$ cat src/tmr_pkg.sv
// Constants, types and register map of the 16-bit timer core
package tmr_pkg;

   // -----------------------------------------------------------------
   // Register offsets (byte addresses on the 8-bit register port)
   // -----------------------------------------------------------------
   localparam logic [7:0] OFS_CTRL_A = 8'h00;
   localparam logic [7:0] OFS_CTRL_B = 8'h01;
   localparam logic [7:0] OFS_CNT_L  = 8'h02;
   localparam logic [7:0] OFS_CNT_H  = 8'h03;
   localparam logic [7:0] OFS_CAP_L  = 8'h04;
   localparam logic [7:0] OFS_CAP_H  = 8'h05;
   localparam logic [7:0] OFS_CMPA_L = 8'h06;
   localparam logic [7:0] OFS_CMPA_H = 8'h07;
   localparam logic [7:0] OFS_CMPB_L = 8'h08;
   localparam logic [7:0] OFS_CMPB_H = 8'h09;
   localparam logic [7:0] OFS_FLAG   = 8'h0a;
   localparam logic [7:0] OFS_MASK   = 8'h0b;
   localparam logic [7:0] OFS_PWR    = 8'h0c;

   // -----------------------------------------------------------------
   // Field positions
   // -----------------------------------------------------------------
   localparam int FLG_OVF     = 0;
   localparam int FLG_CMPA    = 1;
   localparam int FLG_CMPB    = 2;
   localparam int FLG_CAP     = 3;
   localparam int NUM_FLAGS   = 4;
   localparam int CTB_EDGE    = 6;
   localparam int CTB_FILTER  = 7;
   localparam int PWR_DOWN    = 0;

   // -----------------------------------------------------------------
   // Reset values and fixed count points
   // -----------------------------------------------------------------
   localparam logic [7:0]  RST_CTRL   = 8'h00;
   localparam logic        RST_PWR    = 1'b1;
   localparam logic [15:0] RST_WORD   = 16'h0000;
   localparam logic [15:0] COUNT_FLOOR = 16'h0000;
   localparam logic [15:0] COUNT_LIMIT = 16'hffff;
   localparam logic [15:0] CEIL_8BIT  = 16'h00ff;
   localparam logic [15:0] CEIL_9BIT  = 16'h01ff;
   localparam logic [15:0] CEIL_10BIT = 16'h03ff;
   localparam int          FILTER_LEN = 4;
   localparam int          PRE_BITS   = 10;

   // Counting modes, in field order of control A bits 2:0
   typedef enum logic [2:0] {
      MODE_NORMAL,
      MODE_CTC_A,
      MODE_PWM8,
      MODE_PWM9,
      MODE_PWM10,
      MODE_PWM_A,
      MODE_PWM_CAP
   } tmr_mode_t;

   // One register port request
   typedef struct packed {
      logic       wr;
      logic       rd;
      logic [7:0] addr;
      logic [7:0] wdata;
   } tmr_req_t;

endpackage

$ cat src/tmr_core.sv
// 16-bit timer/counter with byte-wide register access through a shared high byte
// Behaviour
// - Timer runs only while its power-down bit is zero.
// - Clock select zero stops all counting.
// - Tick comes from prescaler or external pin, rising or falling edge.
// - Counter, compare and capture are 16-bit; control registers are plain bytes.
// - Active compare values checked against counter; match sets flag, drives pin.
// - Overflow, two matches and capture flag; each masked onto interrupt.
// - Capture pin edge, optionally filtered, copies counter into capture value.
// - Floor is 0x0000 and limit is 0xffff.
// - Ceiling is 0x00ff, 0x01ff, 0x03ff, compare A or capture by mode.
// - Compare A as PWM ceiling gives no channel A output, buffered ceiling.
// - One shared 8-bit high byte holding register for all 16-bit registers.
// - Low-byte write loads held high byte plus written low byte at once; capture only while it sets the ceiling.
// - Counter or capture low-byte read latches high byte; high-byte read returns it.
// - Compare high bytes read directly, holding register untouched.
// - Holding register kept across low-byte writes; one high write serves many.
// - Counter stays accessible when stopped; CPU write beats count or clear.
`timescale 1ns/1ps
`default_nettype none
module tmr_core
   import tmr_pkg::*;
#(
   parameter int PRE_W = PRE_BITS
) (
   input  wire logic     clk_sys,
   input  wire logic     rstn,
   input  wire tmr_req_t bus_req,
   output var  logic [7:0] rdata,
   input  wire logic     external_count_pin,
   input  wire logic     capture_input_pin,
   output var  logic     compare_output_pin_a,
   output var  logic     compare_output_pin_b,
   output var  logic     irq
);

   // -----------------------------------------------------------------
   // Storage
   // -----------------------------------------------------------------
   logic [7:0]           ctrl_a;
   logic [7:0]           ctrl_b;
   logic                 pwr_down;
   logic [7:0]           hold;
   logic [15:0]          cnt;
   logic [15:0]          next_cnt;
   logic [15:0]          cap;
   logic [15:0]          cmpa_buf;
   logic [15:0]          cmpb_buf;
   logic [15:0]          cmpa_act;
   logic [15:0]          cmpb_act;
   logic [NUM_FLAGS-1:0] flag;
   logic [NUM_FLAGS-1:0] next_flag;
   logic [NUM_FLAGS-1:0] mask;
   logic [PRE_W-1:0]     pre;
   logic                 ext_s1, ext_s2, ext_s3;
   logic                 cap_s1, cap_s2;
   logic [FILTER_LEN-1:0] filt;
   logic                 cap_lvl, cap_d;
   logic                 blk;

   // Decoded helpers
   tmr_mode_t            mode;
   logic [2:0]           csel;
   logic                 wr_hi, wr_cnt, run, sel_tick, tick;
   logic                 pwm, top_hit, ovf_evt, cmpa_evt, cmpb_evt, cap_evt;
   logic [15:0]          ceiling;

   assign mode   = tmr_mode_t'(ctrl_a[2:0]);
   assign csel   = ctrl_b[2:0];
   assign wr_cnt = bus_req.wr && bus_req.addr == OFS_CNT_L;
   assign wr_hi  = bus_req.wr && (bus_req.addr == OFS_CNT_H || bus_req.addr == OFS_CAP_H ||
                   bus_req.addr == OFS_CMPA_H || bus_req.addr == OFS_CMPB_H);
   assign run    = !pwr_down && csel != 3'h0;
   assign pwm    = mode == MODE_PWM8 || mode == MODE_PWM9 || mode == MODE_PWM10 ||
                   mode == MODE_PWM_A || mode == MODE_PWM_CAP;

   // -----------------------------------------------------------------
   // Control registers
   // -----------------------------------------------------------------
   // Mode, clock select and power-down, plain byte writes
   always_ff @(posedge clk_sys or negedge rstn) begin
      if (!rstn) begin
         ctrl_a   <= RST_CTRL;
         ctrl_b   <= RST_CTRL;
         pwr_down <= RST_PWR;
         mask     <= '0;
      end else if (bus_req.wr) begin
         if (bus_req.addr == OFS_CTRL_A) ctrl_a <= bus_req.wdata;
         if (bus_req.addr == OFS_CTRL_B) ctrl_b <= bus_req.wdata;
         if (bus_req.addr == OFS_PWR) pwr_down <= bus_req.wdata[PWR_DOWN];
         if (bus_req.addr == OFS_MASK) mask <= bus_req.wdata[NUM_FLAGS-1:0];
      end
   end

   // -----------------------------------------------------------------
   // Tick generation
   // -----------------------------------------------------------------
   // Free prescaler, held at zero while stopped
   always_ff @(posedge clk_sys or negedge rstn) begin
      if (!rstn) begin
         pre <= '0;
      end else if (!run) begin
         pre <= '0;
      end else begin
         pre <= pre + 1'b1;
      end
   end

   // External count pin synchroniser and edge stage
   always_ff @(posedge clk_sys or negedge rstn) begin
      if (!rstn) begin
         ext_s1 <= 1'b0;
         ext_s2 <= 1'b0;
         ext_s3 <= 1'b0;
      end else begin
         ext_s1 <= external_count_pin;
         ext_s2 <= ext_s1;
         ext_s3 <= ext_s2;
      end
   end

   // Source and edge chosen by clock select
   always_comb begin
      case (csel)
         3'h1:    sel_tick = 1'b1;
         3'h2:    sel_tick = &pre[2:0];
         3'h3:    sel_tick = &pre[5:0];
         3'h4:    sel_tick = &pre[7:0];
         3'h5:    sel_tick = &pre[9:0];
         3'h6:    sel_tick = !ext_s2 && ext_s3;
         3'h7:    sel_tick = ext_s2 && !ext_s3;
         default: sel_tick = 1'b0;
      endcase
   end
   assign tick = run && sel_tick;

   // -----------------------------------------------------------------
   // Ceiling and counter
   // -----------------------------------------------------------------
   // Ceiling by mode
   always_comb begin
      case (mode)
         MODE_PWM8:    ceiling = CEIL_8BIT;
         MODE_PWM9:    ceiling = CEIL_9BIT;
         MODE_PWM10:   ceiling = CEIL_10BIT;
         MODE_CTC_A:   ceiling = cmpa_act;
         MODE_PWM_A:   ceiling = cmpa_act;
         MODE_PWM_CAP: ceiling = cap;
         default:      ceiling = COUNT_LIMIT;
      endcase
   end
   assign top_hit = cnt == ceiling;

   // Next count, CPU write first
   always_comb begin
      next_cnt = cnt;
      if (wr_cnt) begin
         next_cnt = {hold, bus_req.wdata};
      end else if (tick) begin
         next_cnt = top_hit ? COUNT_FLOOR : cnt + 16'h0001;
      end
   end

   always_ff @(posedge clk_sys or negedge rstn) begin
      if (!rstn) begin
         cnt <= RST_WORD;
      end else begin
         cnt <= next_cnt;
      end
   end

   // Counter write blocks the match on the next tick
   always_ff @(posedge clk_sys or negedge rstn) begin
      if (!rstn) begin
         blk <= 1'b0;
      end else if (wr_cnt) begin
         blk <= 1'b1;
      end else if (tick) begin
         blk <= 1'b0;
      end
   end

   // -----------------------------------------------------------------
   // Holding register
   // -----------------------------------------------------------------
   // Loaded by any high write, and by low reads of counter or capture
   always_ff @(posedge clk_sys or negedge rstn) begin
      if (!rstn) begin
         hold <= 8'h00;
      end else if (wr_hi) begin
         hold <= bus_req.wdata;
      end else if (bus_req.rd && bus_req.addr == OFS_CNT_L) begin
         hold <= cnt[15:8];
      end else if (bus_req.rd && bus_req.addr == OFS_CAP_L) begin
         hold <= cap[15:8];
      end
   end

   // -----------------------------------------------------------------
   // Compare registers
   // -----------------------------------------------------------------
   // Software side buffers, loaded whole on the low write
   always_ff @(posedge clk_sys or negedge rstn) begin
      if (!rstn) begin
         cmpa_buf <= RST_WORD;
         cmpb_buf <= RST_WORD;
      end else if (bus_req.wr) begin
         if (bus_req.addr == OFS_CMPA_L) cmpa_buf <= {hold, bus_req.wdata};
         if (bus_req.addr == OFS_CMPB_L) cmpb_buf <= {hold, bus_req.wdata};
      end
   end

   // Active values follow at once, or at the ceiling in PWM modes
   always_ff @(posedge clk_sys or negedge rstn) begin
      if (!rstn) begin
         cmpa_act <= RST_WORD;
         cmpb_act <= RST_WORD;
      end else if (!pwm || (tick && top_hit)) begin
         cmpa_act <= cmpa_buf;
         cmpb_act <= cmpb_buf;
      end
   end

   assign cmpa_evt = tick && !blk && !wr_cnt && cnt == cmpa_act;
   assign cmpb_evt = tick && !blk && !wr_cnt && cnt == cmpb_act;
   assign ovf_evt  = tick && !wr_cnt &&
                     (mode == MODE_CTC_A ? cnt == COUNT_LIMIT : top_hit);

   // Output pins: PWM set at wrap, clear on match; else toggle
   always_ff @(posedge clk_sys or negedge rstn) begin
      if (!rstn) begin
         compare_output_pin_a <= 1'b0;
         compare_output_pin_b <= 1'b0;
      end else if (pwm) begin
         if (mode == MODE_PWM_A) compare_output_pin_a <= 1'b0;
         else if (cmpa_evt) compare_output_pin_a <= 1'b0;
         else if (tick && top_hit) compare_output_pin_a <= 1'b1;
         if (cmpb_evt) compare_output_pin_b <= 1'b0;
         else if (tick && top_hit) compare_output_pin_b <= 1'b1;
      end else begin
         if (cmpa_evt) compare_output_pin_a <= !compare_output_pin_a;
         if (cmpb_evt) compare_output_pin_b <= !compare_output_pin_b;
      end
   end

   // -----------------------------------------------------------------
   // Input capture
   // -----------------------------------------------------------------
   // Capture pin synchroniser
   always_ff @(posedge clk_sys or negedge rstn) begin
      if (!rstn) begin
         cap_s1 <= 1'b0;
         cap_s2 <= 1'b0;
      end else begin
         cap_s1 <= capture_input_pin;
         cap_s2 <= cap_s1;
      end
   end

   // Noise filter: level changes after four equal samples
   always_ff @(posedge clk_sys or negedge rstn) begin
      if (!rstn) begin
         filt    <= '0;
         cap_lvl <= 1'b0;
         cap_d   <= 1'b0;
      end else begin
         filt  <= {filt[FILTER_LEN-2:0], cap_s2};
         cap_d <= cap_lvl;
         if (!ctrl_b[CTB_FILTER]) cap_lvl <= cap_s2;
         else if (&filt) cap_lvl <= 1'b1;
         else if (~|filt) cap_lvl <= 1'b0;
      end
   end

   assign cap_evt = cap_lvl != cap_d && cap_lvl == ctrl_b[CTB_EDGE] &&
                    mode != MODE_PWM_CAP && !pwr_down;

   // Capture value: event copy, or CPU write when it sets the ceiling
   always_ff @(posedge clk_sys or negedge rstn) begin
      if (!rstn) begin
         cap <= RST_WORD;
      end else if (cap_evt) begin
         cap <= cnt;
      end else if (bus_req.wr && bus_req.addr == OFS_CAP_L && mode == MODE_PWM_CAP) begin
         cap <= {hold, bus_req.wdata};
      end
   end

   // -----------------------------------------------------------------
   // Flags and interrupt
   // -----------------------------------------------------------------
   // Write one clears; a same-cycle event wins
   always_comb begin
      next_flag = flag;
      if (bus_req.wr && bus_req.addr == OFS_FLAG) begin
         next_flag = flag & ~bus_req.wdata[NUM_FLAGS-1:0];
      end
      next_flag[FLG_OVF]  = next_flag[FLG_OVF] | ovf_evt;
      next_flag[FLG_CMPA] = next_flag[FLG_CMPA] | cmpa_evt;
      next_flag[FLG_CMPB] = next_flag[FLG_CMPB] | cmpb_evt;
      next_flag[FLG_CAP]  = next_flag[FLG_CAP] | cap_evt;
   end

   always_ff @(posedge clk_sys or negedge rstn) begin
      if (!rstn) begin
         flag <= '0;
         irq  <= 1'b0;
      end else begin
         flag <= next_flag;
         irq  <= |(flag & mask);
      end
   end

   // -----------------------------------------------------------------
   // Read port
   // -----------------------------------------------------------------
   // Data for one cycle after the read strobe, zero otherwise
   always_ff @(posedge clk_sys or negedge rstn) begin
      if (!rstn) begin
         rdata <= 8'h00;
      end else if (!bus_req.rd) begin
         rdata <= 8'h00;
      end else begin
         case (bus_req.addr)
            OFS_CTRL_A: rdata <= ctrl_a;
            OFS_CTRL_B: rdata <= ctrl_b;
            OFS_CNT_L:  rdata <= cnt[7:0];
            OFS_CNT_H:  rdata <= hold;
            OFS_CAP_L:  rdata <= cap[7:0];
            OFS_CAP_H:  rdata <= hold;
            OFS_CMPA_L: rdata <= cmpa_buf[7:0];
            OFS_CMPA_H: rdata <= cmpa_buf[15:8];
            OFS_CMPB_L: rdata <= cmpb_buf[7:0];
            OFS_CMPB_H: rdata <= cmpb_buf[15:8];
            OFS_FLAG:   rdata <= {4'h0, flag};
            OFS_MASK:   rdata <= {4'h0, mask};
            OFS_PWR:    rdata <= {7'h00, pwr_down};
            default:    rdata <= 8'h00;
         endcase
      end
   end
endmodule
`default_nettype wire

$ cat config.mk
export PLATFORM = sky130hd
export DESIGN_NAME = tmr_core
export DESIGN_NICKNAME = d
export VERILOG_FILES = /design/src/tmr_pkg.sv /design/src/tmr_core.sv
export SDC_FILE = /design/constraint.sdc
export NUM_CORES = 1
export LEC_CHECK = 0
export ABC_AREA = 1
export BUFFER_PORTS_ARGS = -buffer_cell sky130_fd_sc_hd__buf_4
export CORE_MARGIN = 10
export CORE_UTILIZATION = 32
export DETAILED_ROUTE_END_ITERATION = 8
export PLACE_DENSITY = 0.53
export SYNTH_ARGS = -nofsm -noshare
export SYNTH_HDL_FRONTEND = slang
export SYNTH_SLANG_ARGS = --single-unit
$ cat constraint.sdc
create_clock -name clk_sys -period 3 [get_ports clk_sys]
set_input_delay 0 -clock clk_sys [delete_from_list [all_inputs] [get_ports clk_sys]]
set_output_delay 0 -clock clk_sys [all_outputs]
set_load 0.005 [all_outputs]
==> flow_metrics.tcl <==
set metrics [dict create \
    p_per_area_nw_per_um2 561.4 \
    ys_ff_latch 162 \
    slew_viol_final 0 \
    dpl_cell_area_um2 9235 \
    die_area_um2 33640 \
    io_pins 33 \
    cts-root-buf "clkbuf_16" \
    htreeDepth 4 \
    clk_latency_ps 440 \
    synth-edff-count 0 \
    final_hold_viol_count 0 \
    clock_skew_ps 16.33 \
    synthArstFlopShare_pct 100.0 \
    clk_pin_slew_ps 70 \
    grt_pass1_vias 7761 \
    postLayoutCellArea_um2 9899 \
    cts_buffers 17 \
    drive_gt1_share_pct 8.982 \
    drtIter0Drc 885 \
    dr.pass1.iters 6 \
    synth_area_um2 8546 \
    seq_area_frac_synth_pct 47.45 \
    synthCells 1109 \
    areaGrowthSynthToFinish_pct 15.84 \
    setup_viol 0 \
    avgSynthCellArea_um2 7.706 \
    dr_total_vias 7902 \
    path_class "flip-flop to flip-flop" \
    grt_usage_pct 18.19 \
    grt_first_pass_wirelength_um 46860 \
    antenna_cells 0 \
    start_util_pct 32.70 \
    fp.dieW_um 183.4 \
    gp_congestion 0.9152 \
    rsz0062_at_grt "false" \
    cp_max_fo 12 \
    setup-tns-final_ps 0 \
    fin_ws_ps 152.6 \
    max_freq_ghz 0.3512 \
    slew_headroom_pct 32.93 \
    routed_via_density 5.254 \
    critPathRequiredTime_ps 3300 \
    cellLeakagePower_uw 0.004545 \
    drt_wl_total_um 30040 \
    synth_nets 1134 \
    cts_tree "yes" \
    yosys_most_used_dff "dfrtp_1" \
    synth.distinct_cells 42 \
    hold_path_class "input port to flip-flop" \
    min_period_ps 2847 \
    rows 59 \
    post-place-ws_ps 138.7 \
    grt_max_degree 87 \
    place_hpwl_um 22570 \
    clk_path_buf_depth 2 \
    cp-end-kind "flip-flop" \
    fin_crit_sh_pct 94.91 \
    antenna_found_initial 0 \
    drc 0 \
    overflow 0 \
    critPathArrivalTime_ps 3150 \
    yosys_warnings 0 \
    portBuffers 32 \
    ir_drop_uv 389.7 \
    ant_nets 0 \
    wl_per_cell_um 19.97 \
    design.core.area_um2 26130 \
    nNetsFinal 1181 \
    tightest_slew_ps 1004 \
    power.total_uw 5558 \
    die_height_um 183.4 \
    cts.sinks 162 \
    cap_violations 0 \
    cp-start-kind "flip-flop" \
    status "finished clean" \
]
## synthesized netlist by cell type (4+ instances only)
master | n | area, um2
nand3_1 | 69 | 345.3
clkbuf_1 | 28 | 105.1
nand4_1 | 28 | 175.2
o21ai_1 | 10 | 50.05
a31oi_1 | 5 | 31.28
xnor2_1 | 13 | 113.9
a21oi_1 | 15 | 75.07
buf_6 | 5 | 56.30
o31ai_1 | 4 | 30.03
nand2_1 | 351 | 1318
nor2_1 | 56 | 210.2
xor2_1 | 17 | 148.9
a221oi_1 | 10 | 87.58
dfrtp_1 | 161 | 4029
inv_1 | 115 | 431.7
o21bai_1 | 17 | 127.6
o22ai_1 | 22 | 137.6
nor3_1 | 18 | 90.09
o21ai_0 | 115 | 575.6
o211ai_1 | 7 | 52.55
o221ai_1 | 10 | 87.58
## worst max-delay path: stages (launching register included)
cell and delay [ps]:
dfrtp_1 630, nand3_2 330, nand2_1 310, nand3_1 110
nand2_1 110, nand3_1 80, nor2_1 190, nand2_1 80
nor2_1 160, nand2_1 110, nand2_1 280, buf_4 240
o21bai_1 70
## registers in the layout, indices dropped and copies added, names as in the netlist, 4 cells and up
| register | cells |
|---|---|
| filt | 4 |
| cmpb_act | 16 |
| pre | 10 |
| rdata | 8 |
| mask | 4 |
| cnt | 16 |
| flag | 4 |
| ctrl_b | 8 |
| cmpa_buf | 16 |
| cmpb_buf | 16 |
| ctrl_a | 8 |
| hold | 8 |
| cmpa_act | 16 |
| cap | 16 |
## layout by cell type (no fill, tap or decap), types with 17 or more instances in the layout
master / instances
buf_4: 57
nor3_1: 18
nand4_1: 28
clkbuf_16: 17
dfrtp_1: 160
o21ai_0: 115
nand3_1: 69
xor2_1: 17
inv_1: 115
o21bai_1: 17
nor2_1: 56
o22ai_1: 22
nand2_1: 351
## area by class of cell
cell class              count  area (um2)
clock buffers              18       429.2
repair buffers             67       539.3
inverters                 121       456.7
clock inverters            14       153.9
well taps                 335       419.2
fillers                  2817       16230
multi-input cells         787        3845
flip-flops and latches    162        4056
## routing by layer
metal,vias up,global-route usage [%],share of wire (%)
met1,3794,24.12,45
met2,277,27.64,44
met3,61,3.893,6.6
met4,0,8.787,4.2
li1,3770,-,-
met5,-,0,0
## logic make-up (layout without fill, tap and decap cells)
kind of cell / after synthesis / in the layout / share of synthesized area, %
fa+ha+maj: 3 / 3 / 0.4393
xor+xnor: 30 / 30 / 3.075
flops: 162 / 162 / 47.45
simple gates: 533 / 533 / 26.11
buf+inv: 160 / 220 / 7.628
compound gates: 221 / 221 / 15.30
## repair_timing
| item | 4_1_cts | 5_1_grt |
|---|---|---|
| endpoints found under the setup margin | 0 | 8 |
| hold buffers | 8 | 0 |
| resized for setup | 0 | 1 |
| endpoints found under the hold margin | 97 | 0 |
| buffers inserted | 0 | 0 |
## through the flow
step | std cells | hold slack (ps) | util, %
detailed placement | 1464 | 110.7 | 35.34
floorplan | 1109 | -295.6 | -
global route | 1504 | 55.47 | 37.88
CTS | 1504 | 1.584 | 37.88
finish | 1504 | 18.77 | 37.88
global placement | 1464 | 109.9 | 35.34
## final timing paths
check                                 from     endpoint  slack (ps)  cells past startpoint
min in group asynchronous             rstn      filt[0]         210                      2
worst max-delay path             ctrl_a[2]       cnt[0]         150                     12
worst min-delay path            bus_req[4]  cmpb_buf[4]          20                      3
max in group asynchronous             rstn     pwr_down        1990                      3
worst max register to register   ctrl_a[2]       cnt[0]         150                     12
worst min register to register      cap_s1       cap_s2         350                      0
## power by group
group	internal (uW)	total, uW	switching [uW]	leakage, uW
Clock	1240	2220	979	0.000283
Combinational	261	797	536	0.00210
Sequential	2350	2540	196	0.00216
Note: power is estimated with default switching activity, not from simulation.
